===== config.mk =====
export PLATFORM = sky130hd
export DESIGN_NAME = uecr_ctrl
export DESIGN_NICKNAME = d
export VERILOG_FILES = /design/src/inc/uecr_pkg.sv /design/src/logic/uecr_queue_mem.sv /design/src/logic/uecr_ctrl.sv
export SDC_FILE = /design/constraint.sdc
export NUM_CORES = 1
export LEC_CHECK = 0
export ABC_CLOCK_PERIOD_IN_PS = 4200
export BUFFER_PORTS_ARGS = -buffer_cell sky130_fd_sc_hd__buf_2
export CORE_MARGIN = 8
export CORE_UTILIZATION = 40
export CTS_CLUSTER_DIAMETER = 30
export DETAILED_ROUTE_END_ITERATION = 6
export HOLD_SLACK_MARGIN = 0.06
export REMOVE_ABC_BUFFERS = 1
export SETUP_SLACK_MARGIN = 0.1
export SYNTH_ARGS = -nofsm -noshare
export SYNTH_HDL_FRONTEND = slang
export SYNTH_SLANG_ARGS = --single-unit

===== constraint.sdc =====
create_clock -name clock_in -period 4.2 [get_ports clock_in]
set_input_delay 0.84 -clock clock_in [delete_from_list [all_inputs] [get_ports clock_in]]
set_output_delay 0.84 -clock clock_in [all_outputs]
set_load 0.02 [all_outputs]

===== src/inc/uecr_pkg.sv =====
/*
  constants, types and helpers for the extended control and status block of a
  serial port with 64-entry transmit and receive queues.
  assumes one clock, a synchronous active-high reset and an 8-bit register port.
*/
// Notes on behaviour
// [RL1] transmit space count reads free queue entries: 64 when empty, 0 when full.
// [RL2] receive fill count reads characters held: 0 when empty, 64 when full.
// [RL3] pin direction bit n makes general pin n an input (0) or output (1).
// [RL4] pin level read returns all eight pins; write sets output pins low or high.
// [RL5] an enabled input pin change raises the pin interrupt; disabled pins stay quiet.
// [RL6] upper four interrupt enables have no effect while those pins serve modem signals.
// [RL7] writing 1 to function control bit 3 resets the device; bit self-clears afterwards.
// [RL8] function control bit 1 gives upper pins to ring, carrier, terminal and set ready.
// [RL9] latching off: change interrupts; pin level read or return to old level clears it.
// [RL10] latching on: change interrupts and captures level; both held until pin level read.
// [RL11] extra feature bit 7 picks infrared pulse: 3/16 bit time or 1/4 bit time.
// [RL12] bit 5 sets direction polarity: 0 means send-request low while transmitting.
// [RL13] bit 4 makes send-request the half-duplex direction output, else flow control output.
// [RL14] transmitter disable stops serial output after current character; queue still fills.
// [RL15] receiver disable stops reception at once; character in progress still lands.
// [RL16] extra feature bit 0 picks 8-bit framing (0) or 9-bit multidrop (1).
// [RL17] divisor is high byte over low byte plus four-bit fraction over sixteen.
// [RL18] software sets enhanced bit 4 before touching the fraction register.
// [RL19] fraction bits 5:4 pick sampling: 00 16X, 01 8X, 1x 4X.
// [RL20] enhanced bits 3:2 pick transmit flow characters: none, first, second, or both.
// [RL21] enhanced bits 1:0 pick receive matching: none, first pair, or second pair.
// [RL22] receive 11 accepts either pair for transmit 10/01, else needs both-pair sequence.
// [RL23] enhanced bit 4 gates writes to enhanced fields; clearing it freezes them.
// [RL24] software clears flow selection bits before programming a new flow setting.
// [RL25] space and fill counts change in the same cycle as each push or pop.
package uecr_pkg;

  typedef logic [3:0] uecr_addr_t;
  typedef logic [7:0] uecr_byte_t;
  typedef logic [6:0] uecr_count_t;
  typedef logic [5:0] uecr_ptr_t;

  // register index on the register port
  localparam uecr_addr_t ADDR_DATA      = 4'h0;
  localparam uecr_addr_t ADDR_TX_SPACE  = 4'h1;
  localparam uecr_addr_t ADDR_RX_FILL   = 4'h2;
  localparam uecr_addr_t ADDR_PIN_DIR   = 4'h3;
  localparam uecr_addr_t ADDR_PIN_LEVEL = 4'h4;
  localparam uecr_addr_t ADDR_PIN_IEN   = 4'h5;
  localparam uecr_addr_t ADDR_PIN_FUNC  = 4'h6;
  localparam uecr_addr_t ADDR_EXTRA     = 4'h7;
  localparam uecr_addr_t ADDR_DIV_LOW   = 4'h8;
  localparam uecr_addr_t ADDR_DIV_HIGH  = 4'h9;
  localparam uecr_addr_t ADDR_DIV_FRAC  = 4'hA;
  localparam uecr_addr_t ADDR_ENHANCED  = 4'hB;

  // queue depth as a count
  localparam uecr_count_t QUEUE_FULL = 7'h40;

  // field positions
  localparam int PF_SOFT_RESET = 3;
  localparam int PF_MODEM_SEL  = 1;
  localparam int PF_LATCH      = 0;
  localparam int EX_IR_FAST    = 7;
  localparam int EX_DIR_POL    = 5;
  localparam int EX_DIR_EN     = 4;
  localparam int EX_TX_OFF     = 2;
  localparam int EX_RX_OFF     = 1;
  localparam int EX_NINE_BIT   = 0;
  localparam int EN_ENH_WRITE  = 4;

  // writable bit masks, reserved bits read zero
  localparam uecr_byte_t EX_WMASK   = 8'hB7;
  localparam uecr_byte_t FRAC_WMASK = 8'h3F;

  // reset values
  localparam uecr_byte_t RST_ZERO    = 8'h00;
  localparam uecr_byte_t RST_DIV_LOW = 8'h01;

  // upper pins when serving modem signals, and the one they drive out
  localparam uecr_byte_t MODEM_PINS = 8'hF0;
  localparam uecr_byte_t MODEM_OUTS = 8'h20;
  localparam int PIN_RI  = 7;
  localparam int PIN_CD  = 6;
  localparam int PIN_DTR = 5;
  localparam int PIN_DSR = 4;

  // infrared pulse width in sixteenths of a bit time
  localparam logic [3:0] IR_SLOW_16THS = 4'h3;
  localparam logic [3:0] IR_FAST_16THS = 4'h4;

  // cycles of synchroniser settling after reset before pin compare is armed
  localparam logic [1:0] ARM_DONE = 2'h3;

  typedef enum logic [1:0] {
    SAMP_16X = 2'b00,
    SAMP_8X  = 2'b01,
    SAMP_4X  = 2'b10
  } uecr_samp_e;

  typedef struct packed {
    logic       ir_fast;
    logic [3:0] ir_pulse_16ths;
    logic       nine_bit;
    logic       tx_enable;
    logic       rx_enable;
    logic [15:0] div_int;
    logic [3:0] div_frac;
    uecr_samp_e samp;
  } uecr_line_s;

  typedef struct packed {
    logic tx_first;
    logic tx_second;
    logic tx_pair_seq;
    logic rx_first;
    logic rx_second;
    logic rx_either;
    logic rx_pair_seq;
  } uecr_flow_s;

  // occupancy after one cycle of push and pop
  function automatic uecr_count_t q_count_next(uecr_count_t c, logic push, logic pop);
    q_count_next = c;
    if (push && !pop) begin
      q_count_next = c + 7'h01;
    end else if (pop && !push) begin
      q_count_next = c - 7'h01;
    end
  endfunction

  // pointer step with natural wrap at the queue depth
  function automatic uecr_ptr_t q_ptr_next(uecr_ptr_t p, logic step);
    q_ptr_next = step ? p + 6'h01 : p;
  endfunction

endpackage


===== src/logic/uecr_queue_mem.sv =====
/*
  64 by 8 queue storage with one write port and one registered read port.
  assumes write and read share the block clock; a write to the address being
  read is passed straight through so a freshly pushed head is seen at once.
*/
`timescale 1ns/1ns
module uecr_queue_mem (
  input  wire logic               clock_in,
  input  wire logic               wr_en_in,
  input  wire uecr_pkg::uecr_ptr_t  wr_addr_in,
  input  wire uecr_pkg::uecr_byte_t wr_data_in,
  input  wire uecr_pkg::uecr_ptr_t  rd_addr_in,
  output      uecr_pkg::uecr_byte_t rd_data_out
);
  import uecr_pkg::*;

  uecr_byte_t mem_q [64];
  uecr_byte_t rd_q;
  logic       bypass;

  // write lands this edge, so forward it when read looks at the same slot
  assign bypass      = wr_en_in && (wr_addr_in == rd_addr_in);
  assign rd_data_out = rd_q;

  // storage write
  always_ff @(posedge clock_in) begin
    if (wr_en_in) begin
      mem_q[wr_addr_in] <= wr_data_in;
    end
  end

  // registered read with write-through
  always_ff @(posedge clock_in) begin
    rd_q <= bypass ? wr_data_in : mem_q[rd_addr_in];
  end

endmodule // uecr_queue_mem


===== src/logic/uecr_ctrl.sv =====
/*
  extended control and status of a serial port: queue counts, eight general
  pins with change interrupt, software reset, line configuration and flow
  character selection.
  assumes the shifters, baud generator and host port sit on the same clock;
  pins arrive asynchronously and are synchronised here.
*/
`timescale 1ns/1ns
module uecr_ctrl (
  input  wire logic                 clock_in,
  input  wire logic                 rst_in,
  input  wire uecr_pkg::uecr_addr_t reg_addr_in,
  input  wire logic                 reg_wr_in,
  input  wire logic                 reg_rd_in,
  input  wire uecr_pkg::uecr_byte_t reg_wdata_in,
  output      uecr_pkg::uecr_byte_t reg_rdata_out,
  output      uecr_pkg::uecr_byte_t tx_data_out,
  output      logic                 tx_valid_out,
  input  wire logic                 tx_take_in,
  input  wire logic                 tx_busy_in,
  input  wire uecr_pkg::uecr_byte_t rx_data_in,
  input  wire logic                 rx_push_in,
  output      uecr_pkg::uecr_line_s line_cfg_out,
  output      uecr_pkg::uecr_flow_s flow_cfg_out,
  input  wire logic                 flow_rts_n_in,
  output      logic                 rts_n_out,
  input  wire logic [7:0]           gpio_in,
  output      logic [7:0]           gpio_out,
  output      logic [7:0]           gpio_oe_out,
  input  wire logic                 dtr_n_in,
  output      logic                 ring_indicate_n_out,
  output      logic                 carrier_detect_n_out,
  output      logic                 dsr_n_out,
  output      logic                 gpio_irq_out,
  output      logic                 soft_reset_out
);
  import uecr_pkg::*;

  // control registers
  uecr_byte_t  dir_q, lvl_out_q, ien_q, extra_q, div_low_q, div_high_q, enh_q;
  logic [1:0]  func_q;
  logic [5:0]  frac_q;
  logic        soft_q;
  logic        srst;

  // queue state
  uecr_ptr_t   tx_wp_q, tx_rp_q, rx_wp_q, rx_rp_q;
  uecr_ptr_t   tx_rp_d, rx_rp_d;
  uecr_count_t tx_cnt_q, rx_cnt_q;
  uecr_byte_t  rx_head;
  logic        tx_push, tx_pop, rx_push, rx_pop;

  // pin state
  uecr_byte_t  meta_q, sync_q, prev_q, ref_q, flag_q, cap_q;
  uecr_byte_t  oe_q, pout_q, oe_d, pout_d;
  uecr_byte_t  gmask, watch, chg, flag_set, lvl_view, lvl_read;
  logic [1:0]  arm_q;
  logic        armed, irq_q, rts_q;

  // host access decode
  logic wr_data, rd_data, wr_dir, wr_lvl, rd_lvl, wr_ien, wr_func;
  logic wr_extra, wr_dlow, wr_dhigh, wr_frac, wr_enh;
  uecr_byte_t rdata_q, rdata_d;

  assign wr_data  = reg_wr_in && (reg_addr_in == ADDR_DATA);
  assign rd_data  = reg_rd_in && (reg_addr_in == ADDR_DATA);
  assign wr_dir   = reg_wr_in && (reg_addr_in == ADDR_PIN_DIR);
  assign wr_lvl   = reg_wr_in && (reg_addr_in == ADDR_PIN_LEVEL);
  assign rd_lvl   = reg_rd_in && (reg_addr_in == ADDR_PIN_LEVEL);
  assign wr_ien   = reg_wr_in && (reg_addr_in == ADDR_PIN_IEN);
  assign wr_func  = reg_wr_in && (reg_addr_in == ADDR_PIN_FUNC);
  assign wr_extra = reg_wr_in && (reg_addr_in == ADDR_EXTRA);
  assign wr_dlow  = reg_wr_in && (reg_addr_in == ADDR_DIV_LOW);
  assign wr_dhigh = reg_wr_in && (reg_addr_in == ADDR_DIV_HIGH);
  assign wr_frac  = reg_wr_in && (reg_addr_in == ADDR_DIV_FRAC) && enh_q[EN_ENH_WRITE]; // see [RL23]
  assign wr_enh   = reg_wr_in && (reg_addr_in == ADDR_ENHANCED);

  // software reset holds the block, apart from divisor and read data, for one cycle
  assign srst           = rst_in || soft_q;                        // see [RL7]
  assign soft_reset_out = soft_q;

  // control register writes, cleared by either reset
  always_ff @(posedge clock_in) begin
    if (srst) begin
      dir_q     <= RST_ZERO;
      lvl_out_q <= RST_ZERO;
      ien_q     <= RST_ZERO;
      func_q    <= 2'h0;
      extra_q   <= RST_ZERO;
      frac_q    <= 6'h00;
      enh_q     <= RST_ZERO;
    end else begin
      if (wr_dir)   dir_q     <= reg_wdata_in;                      // see [RL3]
      if (wr_lvl)   lvl_out_q <= reg_wdata_in;                      // see [RL4]
      if (wr_ien)   ien_q     <= reg_wdata_in;
      if (wr_func)  func_q    <= reg_wdata_in[1:0];
      if (wr_extra) extra_q   <= reg_wdata_in & EX_WMASK;
      if (wr_frac)  frac_q    <= reg_wdata_in[5:0] & FRAC_WMASK[5:0]; // see [RL23]
      if (wr_enh)   enh_q     <= reg_wdata_in;
    end
  end

  // self-clearing reset request; divisor survives a software reset
  always_ff @(posedge clock_in) begin
    if (rst_in) begin
      soft_q     <= 1'b0;
      div_low_q  <= RST_DIV_LOW;
      div_high_q <= RST_ZERO;
    end else begin
      soft_q <= wr_func && reg_wdata_in[PF_SOFT_RESET] && !soft_q;  // see [RL7]
      if (wr_dlow)  div_low_q  <= reg_wdata_in;
      if (wr_dhigh) div_high_q <= reg_wdata_in;
    end
  end

  // queue handshakes: disabled transmitter offers nothing, queue keeps filling
  assign tx_valid_out = (tx_cnt_q != 7'h00) && !extra_q[EX_TX_OFF]; // see [RL14]
  assign tx_push      = wr_data && (tx_cnt_q != QUEUE_FULL);        // see [RL14]
  assign tx_pop       = tx_take_in && tx_valid_out;
  // a character already in the shifter is taken in whenever the receive queue is not full
  assign rx_push      = rx_push_in && (rx_cnt_q != QUEUE_FULL);     // see [RL15]
  assign rx_pop       = rd_data && (rx_cnt_q != 7'h00);
  assign tx_rp_d      = q_ptr_next(tx_rp_q, tx_pop);
  assign rx_rp_d      = q_ptr_next(rx_rp_q, rx_pop);

  // pointers and counts move in the push or pop cycle
  always_ff @(posedge clock_in) begin
    if (srst) begin
      tx_wp_q  <= 6'h00;
      tx_rp_q  <= 6'h00;
      rx_wp_q  <= 6'h00;
      rx_rp_q  <= 6'h00;
      tx_cnt_q <= 7'h00;
      rx_cnt_q <= 7'h00;
    end else begin
      tx_wp_q  <= q_ptr_next(tx_wp_q, tx_push);
      tx_rp_q  <= tx_rp_d;
      rx_wp_q  <= q_ptr_next(rx_wp_q, rx_push);
      rx_rp_q  <= rx_rp_d;
      tx_cnt_q <= q_count_next(tx_cnt_q, tx_push, tx_pop);          // see [RL25]
      rx_cnt_q <= q_count_next(rx_cnt_q, rx_push, rx_pop);          // see [RL25]
    end
  end

  // transmit queue storage, head shown to the shifter
  uecr_queue_mem u_tx_mem (
    .clock_in    (clock_in),
    .wr_en_in    (tx_push),
    .wr_addr_in  (tx_wp_q),
    .wr_data_in  (reg_wdata_in),
    .rd_addr_in  (tx_rp_d),
    .rd_data_out (tx_data_out)
  );

  // receive queue storage, head shown to the host
  uecr_queue_mem u_rx_mem (
    .clock_in    (clock_in),
    .wr_en_in    (rx_push),
    .wr_addr_in  (rx_wp_q),
    .wr_data_in  (rx_data_in),
    .rd_addr_in  (rx_rp_d),
    .rd_data_out (rx_head)
  );

  // pin synchroniser, not reset so it tracks the pins through reset
  always_ff @(posedge clock_in) begin
    meta_q <= gpio_in;
    sync_q <= meta_q;
  end

  // pin roles: upper four go to modem signals when selected
  assign gmask    = func_q[PF_MODEM_SEL] ? ~MODEM_PINS : 8'hFF;          // see [RL8]
  assign oe_d     = (dir_q & gmask) | (func_q[PF_MODEM_SEL] ? MODEM_OUTS : 8'h00); // see [RL3]
  assign pout_d   = (lvl_out_q & gmask) | (func_q[PF_MODEM_SEL] ? {2'b00, dtr_n_in, 5'b00000} : 8'h00);
  assign watch    = ~dir_q & gmask & ien_q;                              // see [RL5] see [RL6]
  assign chg      = sync_q ^ prev_q;
  assign flag_set = chg & ~dir_q & {8{armed && func_q[PF_LATCH]}};
  assign armed    = (arm_q == ARM_DONE);
  assign lvl_view = func_q[PF_LATCH] ? ((flag_q & cap_q) | (~flag_q & sync_q)) : sync_q; // see [RL10]
  assign lvl_read = (oe_q & pout_q) | (~oe_q & lvl_view);                // see [RL4]

  // pin drive and modem inputs
  always_ff @(posedge clock_in) begin
    if (srst) begin
      oe_q                 <= RST_ZERO;
      pout_q               <= RST_ZERO;
      ring_indicate_n_out  <= 1'b1;
      carrier_detect_n_out <= 1'b1;
      dsr_n_out            <= 1'b1;
    end else begin
      oe_q                 <= oe_d;
      pout_q               <= pout_d;
      ring_indicate_n_out  <= sync_q[PIN_RI];
      carrier_detect_n_out <= sync_q[PIN_CD];
      dsr_n_out            <= sync_q[PIN_DSR];
    end
  end
  assign gpio_out    = pout_q;
  assign gpio_oe_out = oe_q;

  // change tracking: reference for unlatched mode, sticky flags for latched mode
  always_ff @(posedge clock_in) begin
    if (srst) begin
      arm_q  <= 2'h0;
      prev_q <= RST_ZERO;
      ref_q  <= RST_ZERO;
      flag_q <= RST_ZERO;
      cap_q  <= RST_ZERO;
      irq_q  <= 1'b0;
    end else begin
      if (!armed) begin
        arm_q <= arm_q + 2'h1;
      end
      prev_q <= sync_q;
      // a read takes the level just shown as the new reference
      if (!armed || rd_lvl) begin
        ref_q <= sync_q;                                          // see [RL9]
      end
      // new change wins over a clearing read in the same cycle
      flag_q <= flag_set | (flag_q & ~{8{rd_lvl || !func_q[PF_LATCH]}}); // see [RL10]
      cap_q  <= (flag_set & (~flag_q | {8{rd_lvl}}) & sync_q) |
                (~(flag_set & (~flag_q | {8{rd_lvl}})) & cap_q);
      irq_q  <= |(watch & (func_q[PF_LATCH] ? flag_q : ((sync_q ^ ref_q) & {8{armed}}))); // see [RL5] see [RL9]
    end
  end
  assign gpio_irq_out = irq_q;

  // half-duplex direction or flow control on the send-request output
  always_ff @(posedge clock_in) begin
    if (srst) begin
      rts_q <= 1'b1;
    end else if (extra_q[EX_DIR_EN]) begin
      rts_q <= ~(tx_busy_in || tx_valid_out) ^ extra_q[EX_DIR_POL];  // see [RL12] see [RL13]
    end else begin
      rts_q <= flow_rts_n_in;                                       // see [RL13]
    end
  end
  assign rts_n_out = rts_q;

  // line configuration derived from the registers
  assign line_cfg_out.ir_fast        = extra_q[EX_IR_FAST];          // see [RL11]
  assign line_cfg_out.ir_pulse_16ths = extra_q[EX_IR_FAST] ? IR_FAST_16THS : IR_SLOW_16THS; // see [RL11]
  assign line_cfg_out.nine_bit       = extra_q[EX_NINE_BIT];         // see [RL16]
  assign line_cfg_out.tx_enable      = !extra_q[EX_TX_OFF];
  assign line_cfg_out.rx_enable      = !extra_q[EX_RX_OFF];          // see [RL15]
  assign line_cfg_out.div_int        = {div_high_q, div_low_q};      // see [RL17]
  assign line_cfg_out.div_frac       = frac_q[3:0];                  // see [RL17]
  assign line_cfg_out.samp           = frac_q[5] ? SAMP_4X : (frac_q[4] ? SAMP_8X : SAMP_16X); // see [RL19]

  // flow character selection
  assign flow_cfg_out.tx_first    = enh_q[3];                        // see [RL20]
  assign flow_cfg_out.tx_second   = enh_q[2];                        // see [RL20]
  assign flow_cfg_out.tx_pair_seq = &enh_q[3:2];                     // see [RL20]
  assign flow_cfg_out.rx_first    = enh_q[1];                        // see [RL21]
  assign flow_cfg_out.rx_second   = enh_q[0];                        // see [RL21]
  assign flow_cfg_out.rx_either   = (&enh_q[1:0]) && (^enh_q[3:2]);  // see [RL22]
  assign flow_cfg_out.rx_pair_seq = (&enh_q[1:0]) && !(^enh_q[3:2]); // see [RL22]

  // read data selection
  always_comb begin
    case (reg_addr_in)
      ADDR_DATA:      rdata_d = rx_head;
      ADDR_TX_SPACE:  rdata_d = {1'b0, 7'(QUEUE_FULL - tx_cnt_q)};   // see [RL1]
      ADDR_RX_FILL:   rdata_d = {1'b0, rx_cnt_q};                    // see [RL2]
      ADDR_PIN_DIR:   rdata_d = dir_q;
      ADDR_PIN_LEVEL: rdata_d = lvl_read;                            // see [RL4]
      ADDR_PIN_IEN:   rdata_d = ien_q;
      ADDR_PIN_FUNC:  rdata_d = {4'h0, soft_q, 1'b0, func_q};
      ADDR_EXTRA:     rdata_d = extra_q;
      ADDR_DIV_LOW:   rdata_d = div_low_q;
      ADDR_DIV_HIGH:  rdata_d = div_high_q;
      ADDR_DIV_FRAC:  rdata_d = {2'b00, frac_q};
      ADDR_ENHANCED:  rdata_d = enh_q;
      default:        rdata_d = RST_ZERO;
    endcase
  end

  // read data held until the next read
  always_ff @(posedge clock_in) begin
    if (rst_in) begin
      rdata_q <= RST_ZERO;
    end else if (reg_rd_in) begin
      rdata_q <= rdata_d;
    end
  end
  assign reg_rdata_out = rdata_q;

  // queue counts track pushes and pops
  space_step_a: assert property (@(posedge clock_in) disable iff (srst) // see [RL1]
    (tx_push && !tx_pop) |=> (tx_cnt_q == 7'($past(tx_cnt_q) + 7'h01)))
    else $error("transmit space did not drop on push");
  fill_step_a: assert property (@(posedge clock_in) disable iff (srst) // see [RL2]
    (rx_pop && !rx_push) |=> (rx_cnt_q == 7'($past(rx_cnt_q) - 7'h01)))
    else $error("receive fill did not drop on pop");
  count_bound_a: assert property (@(posedge clock_in) disable iff (srst) // see [RL25]
    (tx_cnt_q <= QUEUE_FULL) && (rx_cnt_q <= QUEUE_FULL))
    else $error("queue count above depth");

  // pin direction and level reach the pins two edges after a write
  pin_dir_a: assert property (@(posedge clock_in) disable iff (srst) // see [RL3]
    (wr_dir && !func_q[PF_MODEM_SEL] && !wr_func) |=> ##1 (oe_q[3:0] == $past(reg_wdata_in[3:0], 2)))
    else $error("pin enables do not follow direction");
  pin_drive_a: assert property (@(posedge clock_in) disable iff (srst) // see [RL4]
    (wr_lvl && !func_q[PF_MODEM_SEL] && !wr_func) |=> ##1 (pout_q[3:0] == $past(reg_wdata_in[3:0], 2)))
    else $error("pin drive does not follow level write");

  // modem mode keeps upper enables from raising the interrupt
  modem_mask_a: assert property (@(posedge clock_in) disable iff (srst) // see [RL6]
    (func_q[PF_MODEM_SEL] && (ien_q[3:0] == 4'h0))[*2] |-> !gpio_irq_out)
    else $error("pin interrupt from modem pins");

  // software reset pulses once and clears the block
  soft_reset_a: assert property (@(posedge clock_in) disable iff (rst_in) // see [RL7]
    (wr_func && reg_wdata_in[PF_SOFT_RESET] && !soft_q) |=> soft_q ##1 (!soft_q && extra_q == 8'h00 && tx_cnt_q == 7'h00))
    else $error("software reset did not run and clear");

  // latched flag stays until a pin level read
  latch_hold_a: assert property (@(posedge clock_in) disable iff (srst) // see [RL10]
    (func_q[PF_LATCH] && flag_q[0] && !rd_lvl && !wr_func) |=> (flag_q[0] && cap_q[0] == $past(cap_q[0])))
    else $error("latched pin change lost");

  // transmitter disable offers nothing to the shifter
  tx_off_a: assert property (@(posedge clock_in) disable iff (srst) // see [RL14]
    extra_q[EX_TX_OFF] |-> !tx_valid_out)
    else $error("disabled transmitter offered data");

  // direction output follows polarity while transmitting
  rts_dir_a: assert property (@(posedge clock_in) disable iff (srst) // see [RL12]
    (extra_q[EX_DIR_EN] && tx_busy_in && !wr_extra) |=> (rts_n_out == extra_q[EX_DIR_POL]))
    else $error("direction output wrong while transmitting");

  // fraction frozen while enhanced writes are off
  frac_gate_a: assert property (@(posedge clock_in) disable iff (srst) // see [RL23]
    (reg_wr_in && reg_addr_in == ADDR_DIV_FRAC && !enh_q[EN_ENH_WRITE]) |=> (frac_q == $past(frac_q)))
    else $error("fraction written while locked");

  // unlatched interrupt drops once pins match the reference
  irq_clear_a: assert property (@(posedge clock_in) disable iff (srst) // see [RL9]
    (!func_q[PF_LATCH] && (sync_q == ref_q)) |=> !gpio_irq_out)
    else $error("unlatched pin interrupt kept after revert");

  // receiver disable still lets the shifted character in
  rx_keep_a: assert property (@(posedge clock_in) disable iff (srst) // see [RL15]
    (rx_push_in && extra_q[EX_RX_OFF] && (rx_cnt_q != QUEUE_FULL) && !rd_data)
      |=> (rx_cnt_q == 7'($past(rx_cnt_q) + 7'h01)))
    else $error("character lost with receiver disabled");

  // send-request follows flow control while direction mode is off
  rts_flow_a: assert property (@(posedge clock_in) disable iff (srst) // see [RL13]
    !extra_q[EX_DIR_EN] |=> (rts_n_out == $past(flow_rts_n_in)))
    else $error("send-request ignores flow control");

endmodule // uecr_ctrl


==> metrics.yaml <==
status: "finished clean"
core_um2: 119500
grt_pass1_wl_um: 186300
arrival_ps: 3190
synth_edf_count: 1024
synth_top_area_frac: 0.6401
reg.largest.list: "u_rx_mem.mem_q x512, u_tx_mem.mem_q x512"
nNetsFinal: 3185
maxSlewViolCount: 0
fill_cells: 9747
power.density_nw_per_um2: 598.1
setup_viol: 0
die_h_um: 362.6
htreeDepth: 4
critPathMaxStageDelay_ps: 560
min_path_cells: 1
gp_congestion: 0.9033
slowest_stage: "mux4_2"
route.detailed.wl_per_inst_um: 25.45
synth_area_per_cell_um2: 17.64
drtPass1Iterations: 7
slew_headroom: 0.1479
finalCritPeriodShare: 0.9584
globalRouteTotalUtil: 0.1877
path_cells: "buf_6 -> buf_12 -> buf_16 -> mux4_2 -> mux4_2 -> a22oi_2 -> nand2_2 -> buf_6"
path_buf_inv: 4
vias: 27050
min_path_type: "primary input to flip-flop"
grt_max_degree: 65
rows: 127
die_x_um: 362.6
pin_count: 113
cts_buffer_depth: 3
diodes: 0
tritoncts: "yes"
drt_wl_total_um: 125600
cap_viol_max_count: 0
critPathLaunchType: "flip-flop"
seq_area_um2: 34610
mostFrequentLayoutCells: "edfxtp_1, nor2_1, mux4_2"
worst_r2r_path_depth: 16
routed_via_density: 5.479
grt-ovfl-total: 0
endpoint_kind: "output pin"
p_leak_nw: 19.96
start_util: 0.4020
clkSinkCount: 1216
cp.required_ps: 3360
area_growth_pct: 24.90
drive_gt1_frac: 0.3155
root_buffer: "clkbuf_16"
finClkSkew_ps: 32.97
cp_num_cells: 8
design_area_um2: 60000
synthTopCellsByArea: "edfxtp_1, mux4_2, dfxtp_1, mux2i_1, nor2_1"
tightest_slew_ps: 1278
synth.largest_area_cell: "edfxtp_1"
antenna_found_initial: 3
synthesis.area_um2: 48040
final_common_cell: "edfxtp_1"
hold_viol: 0
place_ws_ps: 290.2
grt_pass1_vias: 28210
fin_ws_ps: 174.6
drt_iter0_markers: 2882
async_flop_share: 0
dieArea_um2: 131400
syn_inst: 2724
ys.flop_type: "edfxtp_1"
dp.final_hpwl_um: 80960
critPathKind: "flip-flop to output pin"
ir_drop_mv: 0.3924
ys_seq_area_frac: 0.7201
worst_skew_pair.late_latency_ps: 790
multi_input_area_um2: 12730
final_antenna_net_count: 0
crit_family: "multiplexers"
fmax_mhz: 248.4
ys_ff_latch: 1216
yosysWarnings: 0
port_buffers: 111
cts_buffers: 222
ys_types: 71
period_needed_ps: 4025
rsz0062_at_grt: "true"
placed_cell_area_um2: 51560
setup_tns_ps: 0
drcViolationCount: 0
clk_pin_slew_worst_paths_ps: 50
worst-path-max-fanout: 6
area by class of cell:
cell class	instances	share of cell area
Multi-Input combinational cell	1323	0.2122
Clock inverter	167	0.03355
Inverter	23	0.001439
Sequential cell	1216	0.5769
Timing Repair Buffer	340	0.04436
Clock buffer	256	0.09801
Tap cell	1612	0.03362
worst paths after layout:
path,start,end,slack (ps)
max,flip-flop,tx_data_out[4],170
min,gpio_in[2],meta_q[2]$_DFF_P_,160
max reg2reg,tx_cnt_q[0]$_SDFFE_PP0P_,tx_cnt_q[6]$_SDFFE_PP0P_,530
min reg2reg,meta_q[2]$_DFF_P_,sync_q[2]$_DFF_P_,320
synth_stat cells, drive strengths merged (7+ instances only):
master  instances
a221oi          7
buf            71
inv            23
a21boi          9
a21oi          59
a32oi           8
a22oi          34
o211ai          7
nand3          41
and3            7
mux2i         129
xnor2          39
or3             9
a31oi          10
o21ai          35
mux4          275
nand2b         13
mux2           11
dfxtp         192
ha             20
clkbuf         91
xor2           11
nor3           21
and2           42
edfxtp       1024
nor2          280
nand2         125
nand4          11
a22o            7
nor2b          23
nand3b          8
o22ai          13
per-stage QoR:
step / hold WS, ps / instances / utilization / total power [mW]
2_1_floorplan: 309.6 / 2562 / - / 16.02
3_3_place_gp: 314.0 / 4494 / 0.4315 / 17.10
3_5_place_dp: 312.1 / 4494 / 0.4315 / 17.16
4_1_cts: 105.2 / 4933 / 0.5012 / 36.05
5_1_grt: 124.1 / 4937 / 0.5021 / 36.95
6_report: 158.9 / 4937 / 0.5021 / 35.89
logic make-up after synthesis:
| logic type | count (synthesis) | synth area share |
|---|---|---|
| compound gates | 228 | 0.03183 |
| simple gates | 607 | 0.05761 |
| fa+ha+maj | 22 | 0.006042 |
| other cells | 1 | 0.00007806 |
| buf+inv | 185 | 0.01685 |
| xor+xnor | 50 | 0.009116 |
| mux | 415 | 0.1584 |
| flops | 1216 | 0.7201 |
what timing repair did:
item                       4_1_cts  5_1_grt
hold buffers                     0        0
cloned                           5        3
pin swaps                        6       13
resized for setup               40       14
setup endpoints to repair        8        8
setup buffers                   11        2
hold endpoints to repair         0        0
per-layer routing:
layer / GRT usage / wire length (µm) / up-vias
met3: 0.03593 / 8401 / 242
met1: 0.2518 / 52020 / 14050
met4: 0.06734 / 3980 / 0
li1: - / - / 11640
met2: 0.3062 / 61230 / 1116
met5: 0 / 0 / -
power breakdown:
group          leakage (nW)  switching (mW)  internal [mW]
clock                  3.78            6.29           12.1
sequential             10.8           0.202           13.2
combinational          5.41            2.02           2.04
Power figures use the tool's default switching activity.
